<file path="src/include/dio_defs.svh">
// register offsets, field positions and reset values of the dual i/o port
`ifndef DIO_DEFS_SVH
`define DIO_DEFS_SVH

// ----------------------------------------------------------------
// register indices (byte address = index * 4)
// ----------------------------------------------------------------
`define DIO_IDX_PORT_A_PINS 8'h05
`define DIO_IDX_PORT_B_PINS 8'h06
`define DIO_IDX_FLAGS 8'h0B
`define DIO_IDX_RMW_MASK 8'h1E
`define DIO_IDX_CMP_CTRL 8'h1F
`define DIO_IDX_OPTIONS 8'h81
`define DIO_IDX_PORT_A_DIR 8'h85
`define DIO_IDX_PORT_B_DIR 8'h86
`define DIO_IDX_REF_CTRL 8'h9F

// ----------------------------------------------------------------
// reset values
// ----------------------------------------------------------------
`define DIO_RST_OPTIONS 8'hFF
`define DIO_RST_PORT_B_DIR 8'hFF
`define DIO_RST_PORT_A_DIR 5'h1F
`define DIO_RST_CMP_CTRL 8'h00
`define DIO_RST_REF_CTRL 8'h00
`define DIO_RST_RMW_MASK 8'hFF
`define DIO_RST_FLAGS 8'h00

// ----------------------------------------------------------------
// field positions and encodings
// ----------------------------------------------------------------
`define DIO_OPT_PULLUP_DIS_N 7
`define DIO_OPT_EDGE_RISE 6
`define DIO_FLG_CHANGE 0
`define DIO_FLG_EXT 1
`define DIO_FLG_EXT_EN 4
`define DIO_REF_EN 7
`define DIO_REF_OE 6
`define DIO_CM_RESET 3'h0
`define DIO_CM_OUTPUTS 3'h6
`define DIO_CM_OFF 3'h7
`define DIO_AN_MASK_ALL 4'hF
`define DIO_AN_MASK_OUT 4'h7

`endif

</file>
<file path="src/include/dio_pkg.sv">
// types shared by the dual i/o port files
package dio_pkg;
	typedef enum logic [0:0] {
		DIO_BUS_IDLE = 1'b0,
		DIO_BUS_ACK = 1'b1
	} dio_bus_e;
	typedef logic [7:0] dio_byte_t;
endpackage

</file>
<file path="src/logic/dio_chg_det.sv">
// level change detector for the upper port b pins
`timescale 1ns/1ps
module dio_chg_det
	import dio_pkg::*;
(
	// clock and reset
	input wire logic clk,
	input wire logic arst_n,
	// pins
	input wire logic [3:0] pins,
	input wire logic [3:0] in_mask,
	// result
	output logic change
);
	logic [3:0] prev_ff;
	logic armed_ff;
	logic [3:0] diff;

	// armed after the first sample so the reset value of prev_ff never reads as a change
	always_ff @(posedge clk or negedge arst_n) begin
		if (!arst_n) begin
			prev_ff <= 4'h0;
			armed_ff <= 1'b0;
		end else begin
			prev_ff <= pins;
			armed_ff <= 1'b1;
		end
	end

	// only pins set as inputs take part
	generate
		for (genvar i = 0; i < 4; i++) begin : g_bit
			assign diff[i] = armed_ff & in_mask[i] & (pins[i] ^ prev_ff[i]);
		end
	endgenerate

	assign change = |diff;
endmodule

</file>
<file path="src/logic/dio_top.sv">
// dual i/o port with pin sharing, avalon-mm register slave
`timescale 1ns/1ps
`include "dio_defs.svh"
module dio_top
	import dio_pkg::*;
(
	// clock and reset
	input wire logic clk,
	input wire logic arst_n,
	// avalon-mm slave
	input wire logic [9:0] avs_address,
	input wire logic avs_read,
	input wire logic avs_write,
	input wire logic [3:0] avs_byteenable,
	input wire logic [31:0] avs_writedata,
	output logic [31:0] avs_readdata,
	output logic avs_waitrequest,
	// port a pins
	input wire logic [4:0] pa_in,
	output logic [4:0] pa_out,
	output logic [4:0] pa_oe,
	// port b pins
	input wire logic [7:0] pb_in,
	output logic [7:0] pb_out,
	output logic [7:0] pb_oe,
	output logic [7:0] pb_pullup_en,
	output logic [7:0] pb_schmitt_en,
	// shared functions
	input wire logic [1:0] cmp_result,
	input wire logic prog_mode,
	output logic timer_ext_clock_in,
	output logic [2:0] cmp_mode,
	output logic cmp_force_gnd,
	output logic vref_out_en,
	output logic port_change_flag,
	output logic ext_int_flag
);
	// ----------------------------------------------------------------
	// registers
	// ----------------------------------------------------------------
	dio_bus_e bus_ff;
	logic waitreq_ff;
	logic [31:0] rdata_ff;
	logic [4:0] pa_latch_ff;
	logic [4:0] pa_dir_ff;
	dio_byte_t pb_latch_ff;
	dio_byte_t pb_dir_ff;
	dio_byte_t opt_ff;
	dio_byte_t cmp_ctrl_ff;
	dio_byte_t ref_ctrl_ff;
	dio_byte_t rmw_mask_ff;
	logic chg_flag_ff;
	logic ext_flag_ff;
	logic ext_en_ff;
	logic pb0_prev_ff;
	logic pb0_arm_ff;
	logic [4:0] pa_out_ff;
	logic [4:0] pa_oe_ff;
	dio_byte_t pb_out_ff;
	dio_byte_t pb_oe_ff;
	dio_byte_t pb_pu_ff;
	dio_byte_t pb_st_ff;
	logic tmr_clk_ff;
	logic force_gnd_ff;
	logic vref_oe_ff;

	// ----------------------------------------------------------------
	// decode and pin views
	// ----------------------------------------------------------------
	logic [7:0] idx;
	logic wr_go;
	logic [3:0] an_mask;
	logic [4:0] pa_view;
	logic cmp_route;
	logic chg_set;
	logic ext_set;
	logic [31:0] nxt_rdata;
	logic [4:0] nxt_pa_out;
	logic [4:0] nxt_pa_oe;
	logic pa4_val;

	assign idx = avs_address[9:2];
	assign wr_go = (bus_ff == DIO_BUS_ACK) && avs_write && avs_byteenable[0];

	always_comb begin
		case (cmp_ctrl_ff[2:0])
			`DIO_CM_OFF: an_mask = 4'h0;
			`DIO_CM_OUTPUTS: an_mask = `DIO_AN_MASK_OUT;
			default: an_mask = `DIO_AN_MASK_ALL;
		endcase
	end

	assign pa_view = pa_in & ~{1'b0, an_mask};
	assign cmp_route = (cmp_ctrl_ff[2:0] == `DIO_CM_OUTPUTS) && !pa_dir_ff[3] && !pa_dir_ff[4];

	// ----------------------------------------------------------------
	// bus slave: one wait cycle, answer at the second edge
	// ----------------------------------------------------------------
	always_comb begin
		nxt_rdata = 32'h0000_0000;
		case (idx)
			`DIO_IDX_PORT_A_PINS: nxt_rdata[4:0] = pa_view;
			`DIO_IDX_PORT_B_PINS: nxt_rdata[7:0] = pb_in;
			`DIO_IDX_PORT_A_DIR: nxt_rdata[7:0] = {3'h0, pa_dir_ff};
			`DIO_IDX_PORT_B_DIR: nxt_rdata[7:0] = pb_dir_ff;
			`DIO_IDX_OPTIONS: nxt_rdata[7:0] = opt_ff;
			`DIO_IDX_CMP_CTRL: nxt_rdata[7:0] = cmp_ctrl_ff;
			`DIO_IDX_REF_CTRL: nxt_rdata[7:0] = ref_ctrl_ff;
			`DIO_IDX_RMW_MASK: nxt_rdata[7:0] = rmw_mask_ff;
			`DIO_IDX_FLAGS: nxt_rdata[7:0] = {3'h0, ext_en_ff, 2'h0, ext_flag_ff, chg_flag_ff};
			default: nxt_rdata = 32'h0000_0000;
		endcase
	end

	always_ff @(posedge clk or negedge arst_n) begin
		if (!arst_n) begin
			bus_ff <= DIO_BUS_IDLE;
			waitreq_ff <= 1'b1;
			rdata_ff <= 32'h0000_0000;
		end else begin
			case (bus_ff)
				DIO_BUS_IDLE: begin
					if (avs_read || avs_write) begin
						bus_ff <= DIO_BUS_ACK;
						waitreq_ff <= 1'b0;
						rdata_ff <= avs_read ? nxt_rdata : 32'h0000_0000;
					end
				end
				DIO_BUS_ACK: begin
					bus_ff <= DIO_BUS_IDLE;
					waitreq_ff <= 1'b1;
				end
				default: begin
					bus_ff <= DIO_BUS_IDLE;
					waitreq_ff <= 1'b1;
				end
			endcase
		end
	end

	// ----------------------------------------------------------------
	// port latches and direction registers
	// ----------------------------------------------------------------
	always_ff @(posedge clk or negedge arst_n) begin
		if (!arst_n) begin
			pa_latch_ff <= 5'h00;
			pb_latch_ff <= 8'h00;
		end else if (wr_go && idx == `DIO_IDX_PORT_A_PINS) begin
			pa_latch_ff <= (pa_view & ~rmw_mask_ff[4:0]) | (avs_writedata[4:0] & rmw_mask_ff[4:0]);
		end else if (wr_go && idx == `DIO_IDX_PORT_B_PINS) begin
			pb_latch_ff <= (pb_in & ~rmw_mask_ff) | (avs_writedata[7:0] & rmw_mask_ff);
		end
	end

	always_ff @(posedge clk or negedge arst_n) begin
		if (!arst_n) begin
			pa_dir_ff <= `DIO_RST_PORT_A_DIR;
			pb_dir_ff <= `DIO_RST_PORT_B_DIR;
			opt_ff <= `DIO_RST_OPTIONS;
			cmp_ctrl_ff <= `DIO_RST_CMP_CTRL;
			ref_ctrl_ff <= `DIO_RST_REF_CTRL;
			rmw_mask_ff <= `DIO_RST_RMW_MASK;
		end else if (wr_go) begin
			case (idx)
				`DIO_IDX_PORT_A_DIR: pa_dir_ff <= avs_writedata[4:0];
				`DIO_IDX_PORT_B_DIR: pb_dir_ff <= avs_writedata[7:0];
				`DIO_IDX_OPTIONS: opt_ff <= avs_writedata[7:0];
				`DIO_IDX_CMP_CTRL: cmp_ctrl_ff <= avs_writedata[7:0];
				`DIO_IDX_REF_CTRL: ref_ctrl_ff <= avs_writedata[7:0];
				`DIO_IDX_RMW_MASK: rmw_mask_ff <= avs_writedata[7:0];
				default: rmw_mask_ff <= rmw_mask_ff;
			endcase
		end
	end

	// ----------------------------------------------------------------
	// event flags: a set wins over a write in the same edge
	// ----------------------------------------------------------------
	dio_chg_det u_chg (
		.clk(clk),
		.arst_n(arst_n),
		.pins(pb_in[7:4]),
		.in_mask(pb_dir_ff[7:4]),
		.change(chg_set)
	);

	// no edge is seen until one real sample has been taken after reset
	assign ext_set = pb0_arm_ff && (pb_in[0] != pb0_prev_ff)
		&& (pb_in[0] == opt_ff[`DIO_OPT_EDGE_RISE]);

	always_ff @(posedge clk or negedge arst_n) begin
		if (!arst_n) begin
			chg_flag_ff <= 1'b0;
			ext_flag_ff <= 1'b0;
			ext_en_ff <= 1'b0;
			pb0_prev_ff <= 1'b0;
			pb0_arm_ff <= 1'b0;
		end else begin
			pb0_prev_ff <= pb_in[0];
			pb0_arm_ff <= 1'b1;
			if (wr_go && idx == `DIO_IDX_FLAGS) begin
				chg_flag_ff <= avs_writedata[`DIO_FLG_CHANGE] | chg_set;
				ext_flag_ff <= avs_writedata[`DIO_FLG_EXT] | ext_set;
				ext_en_ff <= avs_writedata[`DIO_FLG_EXT_EN];
			end else begin
				chg_flag_ff <= chg_flag_ff | chg_set;
				ext_flag_ff <= ext_flag_ff | ext_set;
			end
		end
	end

	// ----------------------------------------------------------------
	// pin drivers
	// ----------------------------------------------------------------
	assign pa4_val = cmp_route ? cmp_result[1] : pa_latch_ff[4];

	always_comb begin
		nxt_pa_out = pa_latch_ff;
		nxt_pa_oe = ~pa_dir_ff;
		if (cmp_route) begin
			nxt_pa_out[3] = cmp_result[0];
		end
		nxt_pa_out[4] = 1'b0;
		nxt_pa_oe[4] = !pa_dir_ff[4] && !pa4_val;
	end

	always_ff @(posedge clk or negedge arst_n) begin
		if (!arst_n) begin
			pa_out_ff <= 5'h00;
			pa_oe_ff <= 5'h00;
			pb_out_ff <= 8'h00;
			pb_oe_ff <= 8'h00;
			pb_pu_ff <= 8'h00;
			pb_st_ff <= 8'h00;
			tmr_clk_ff <= 1'b0;
			force_gnd_ff <= 1'b1;
			vref_oe_ff <= 1'b0;
		end else begin
			pa_out_ff <= nxt_pa_out;
			pa_oe_ff <= nxt_pa_oe;
			pb_out_ff <= pb_latch_ff;
			pb_oe_ff <= ~pb_dir_ff;
			pb_pu_ff <= {8{~opt_ff[`DIO_OPT_PULLUP_DIS_N]}} & pb_dir_ff;
			pb_st_ff <= {prog_mode, prog_mode, 5'h00, ext_en_ff};
			tmr_clk_ff <= pa_in[4];
			force_gnd_ff <= cmp_ctrl_ff[2:0] == `DIO_CM_RESET;
			vref_oe_ff <= ref_ctrl_ff[`DIO_REF_EN] && ref_ctrl_ff[`DIO_REF_OE];
		end
	end

	assign avs_readdata = rdata_ff;
	assign avs_waitrequest = waitreq_ff;
	assign pa_out = pa_out_ff;
	assign pa_oe = pa_oe_ff;
	assign pb_out = pb_out_ff;
	assign pb_oe = pb_oe_ff;
	assign pb_pullup_en = pb_pu_ff;
	assign pb_schmitt_en = pb_st_ff;
	assign timer_ext_clock_in = tmr_clk_ff;
	assign cmp_mode = cmp_ctrl_ff[2:0];
	assign cmp_force_gnd = force_gnd_ff;
	assign vref_out_en = vref_oe_ff;
	assign port_change_flag = chg_flag_ff;
	assign ext_int_flag = ext_flag_ff;
endmodule

</file>
<file path="config.mk">
export PLATFORM = sky130hd
export DESIGN_NAME = dio_top
export DESIGN_NICKNAME = d
export VERILOG_FILES = /design/src/include/dio_pkg.sv /design/src/logic/dio_chg_det.sv /design/src/logic/dio_top.sv
export VERILOG_INCLUDE_DIRS = /design/src /design/src/include
export SDC_FILE = /design/constraint.sdc
export NUM_CORES = 1
export LEC_CHECK = 0
export BUFFER_PORTS_ARGS = -buffer_cell sky130_fd_sc_hd__buf_2
export CORE_UTILIZATION = 45
export DETAILED_ROUTE_END_ITERATION = 12
export HOLD_SLACK_MARGIN = 0.03
export PLACE_DENSITY_LB_ADDON = 0.12
export SETUP_SLACK_MARGIN = 0.3
export SYNTH_ARGS = -nofsm -noshare
export SYNTH_HDL_FRONTEND = slang
export SYNTH_SLANG_ARGS = --single-unit
</file>
<file path="constraint.sdc">
create_clock -name clk -period 1.5 [get_ports clk]
set_input_delay 0.3 -clock clk [delete_from_list [all_inputs] [get_ports clk]]
set_output_delay 0.3 -clock clk [all_outputs]
set_load 0.005 [all_outputs]
</file>
==> key figures <==
GRT
  • First-pass GRT wire length: 21300 um
  • Number of global-route vias before repair: 3753
  • Initial antenna violation count: 0
  • Largest net degree at the start of global routing: 40
  • GRT overflow: 0
  • Global-route usage over all layers: 0.252

STA
  • Count of pins over their slew limit: 0
  • WHS: 0.0483 ns
  • Fin. Hold Viols: 0
  • Setup violations, final: 0
  • F_max: 685 MHz
  • Crit path setup slack, layout: 0.0393 ns
  • RSZ-0062 raised after global routing: yes
  • Tcrit/Tclk final: 0.974
  • Clock Skew: 0.00852 ns
  • Final min period: 1.46 ns

Floorplanning
  • Initial Util: 0.466
  • CORE AREA: 10900 um^2
  • FP Rows: 38
  • Number of top-level design ports: 149
  • Die ar.: 11800 um^2
  • Die Ht: 108 um
  • Die extent in x: 108 um

Drt
  • Initial DRC Count: 181
  • Post-DRT Antenna Nets: 0
  • Final WL: 14000 um
  • WL/cell: 19.3 um
  • Remaining DRCs: 0
  • Vias per cell: 5.30
  • Vias: 3846
  • TritonRoute pass-1 iters: 4

Synth
  • Ys Warns: 0
  • Commonest cells in the netlist: dfrtp_1 (84), mux2_2 (51), buf_4 (35)
  • Post-synth EDFFs: 0
  • Ys async rst share: 1.00
  • Post-synth top area cell: dfrtp_1
  • Most instantiated library cell after synthesis: dfrtp_1
  • Yosys reg bits: 115
  • Top FF cell, synth: dfrtp_1
  • Post-synthesis cell area: 5100 um^2
  • Sequential area share after synthesis: 0.572
  • Top post-synthesis cells by area: dfrtp_1 (41%), dfstp_2 (16%), mux2_2 (11%)
  • Average size of a mapped cell: 12.1 um^2
  • Synth unique cells: 52
  • Mapped Cells: 420
  • Synth top area share: 0.412

CTS
  • H-Tree Depth: 4
  • Clock Tree Root: clkbuf_16
  • Worst-Skew Late Latency: 0.41 ns
  • CTS clock-pin slew for the worst setup and hold paths: 0.05 ns
  • Clk buf depth: 2
  • CTS tree: yes
  • Clock sink total: 115
  • Clock buffer count from CTS: 17

Placed design
  • Dpl hpwl: 9820 um
  • Gp weighted congestion: 0.916
  • Buffers on Ports: 89
  • Dpl ws: -0.397 ns
  • Inst Count DP: 676

Setup path
  • Worst path cell trace: and3_4 > a32o_1 > a21oi_2 > o2111ai_2 > a22o_1
  • CP endpoint kind: register
  • CP max stage cell: dfrtp_1
  • Worst setup SP type: register
  • WP data arrival: 1.75 ns
  • Worst path bufs/invs: 0
  • Worst Path Required: 1.79 ns
  • Flop2flop setup slack: 0.04 ns
  • Delay-heaviest family, CP: compound AO/OA/AOI/OAI gates
  • CP Max Fanout: 2
  • WS Path Type: register to register
  • CP max stage delay: 0.38 ns

Job
  • Max_cap viols: 0

Run status
  • Outcome: complete, no violations

Pwr
  • PD cells: 1070 nW/um^2
  • Max IR drop VDD: 0.000716 V
  • Leakage: 0.00338 uW

Cells and area
  • Final nets: 639
  • ANT cells: 0
  • Area Overhead vs Synth: 40.9%
  • Layout cells sized above 1: 0.541
  • Fillers: 839
  • Finished Layout Cells: 726

Min path
  • Hold Crit Class: input port to register
[stage by stage]
step           cell area [um^2]  utilization  TNS [ns]  total power [uW]
2_1_floorplan              5390            -     -5.02              3490
3_3_place_gp               6040        0.552    -19.12              3740
3_5_place_dp               6040        0.552    -18.70              3750
4_1_cts                    7010        0.641         0              7730
5_1_grt                    7180        0.657         0              7960
6_report                   7180        0.657         0              7710
[path summary, 6_finish.rpt]
path                                start          endpoint  cells after the start
min reg2reg                pa_latch_ff[2]         pa_out[2]                      0
min in group asynchronous          arst_n  u_chg.prev_ff[2]                      2
max                        cmp_ctrl_ff[0]   avs_readdata[1]                      5
max reg2reg                cmp_ctrl_ff[0]   avs_readdata[1]                      5
min                              pb_in[6]  u_chg.prev_ff[2]                      1
max in group asynchronous          arst_n         opt_ff[4]                      3
[final cells by class]
class / count / area, um^2 / share of cell area
Sequential cell: 115 / 2920 / 0.406
Multi-Input combinational cell: 268 / 2330 / 0.324
Timing Repair Buffer: 156 / 1120 / 0.156
Clock buffer: 24 / 482 / 0.0671
Tap cell: 140 / 175 / 0.0244
Clock inverter: 8 / 103 / 0.0143
Inverter: 15 / 56.3 / 0.00784
[kinds of logic after synthesis]
| logic type | synth area share |
|---|---|
| simple gates | 0.115 |
| compound gates | 0.0918 |
| flops | 0.572 |
| other cells | 0.00147 |
| xor+xnor | 0.00687 |
| mux | 0.138 |
| buf+inv | 0.0746 |
[layer usage]
metal | routed length [um] | vias up | GRT usage | part of all wire
met3 | 783 | 19 | 0.0536 | 0.056
met1 | 6200 | 1943 | 0.343 | 0.44
met4 | 253 | 0 | 0.100 | 0.018
met5 | 0 | - | 0 | 0
li1 | - | 1749 | - | -
met2 | 6810 | 135 | 0.392 | 0.48
[power by group]
group / switching, uW / internal (uW) / total, uW
combinational: 316 / 252 / 569
clock: 1360 / 2570 / 3930
sequential: 35.7 / 3180 / 3210
total: 1710 / 6000 / 7710
[layout by cell type, fill, tap and decap left out, types with 3 or more instances in the layout]
| cell type | n |
|---|---|
| dfstp_2 | 31 |
| o21ai_0 | 6 |
| a22oi_1 | 3 |
| o22ai_1 | 3 |
| conb_1 | 31 |
| buf_2 | 83 |
| a22oi_2 | 6 |
| buf_4 | 48 |
| nand3_4 | 3 |
| nand3_1 | 4 |
| and3_4 | 3 |
| a22o_1 | 8 |
| mux2i_1 | 13 |
| buf_12 | 5 |
| nand2b_1 | 3 |
| nand2_1 | 16 |
| inv_1 | 15 |
| nand2_2 | 9 |
| and2_4 | 3 |
| mux2_2 | 18 |
| a21oi_1 | 5 |
| clkbuf_8 | 3 |
| mux2_4 | 33 |
| clkbuf_16 | 17 |
| clkbuf_1 | 4 |
| nand2_8 | 3 |
| a32oi_1 | 9 |
| o21ai_1 | 10 |
| nor2_1 | 20 |
| nor4_4 | 3 |
| nor3_1 | 3 |
| and2_1 | 5 |
| buf_6 | 15 |
| dfrtp_1 | 84 |
[state kept, by name, indices dropped and copies added, names as in the netlist, 2 cells and up]
register / cells
u_chg.prev_ff: 4
pa_out: 4
pa_dir_ff: 5
pa_latch_ff: 5
pb_pullup_en: 8
pb_dir_ff: 8
pb_oe: 8
pa_oe: 5
opt_ff: 8
pb_schmitt_en: 2
rmw_mask_ff: 8
pb_latch_ff: 8
cmp_ctrl_ff: 8
pb_out: 8
ref_ctrl_ff: 8
avs_readdata: 8
[what timing repair did]
item	in CTS	in global routing
hold buffers	2	0
buffers inserted	10	4
pin swaps	17	9
resized for setup	59	35
endpoints found under the setup margin	88	123
cloned	1	1
hold endpoints to repair	29	0
Note: power is estimated with default switching activity, not from simulation.
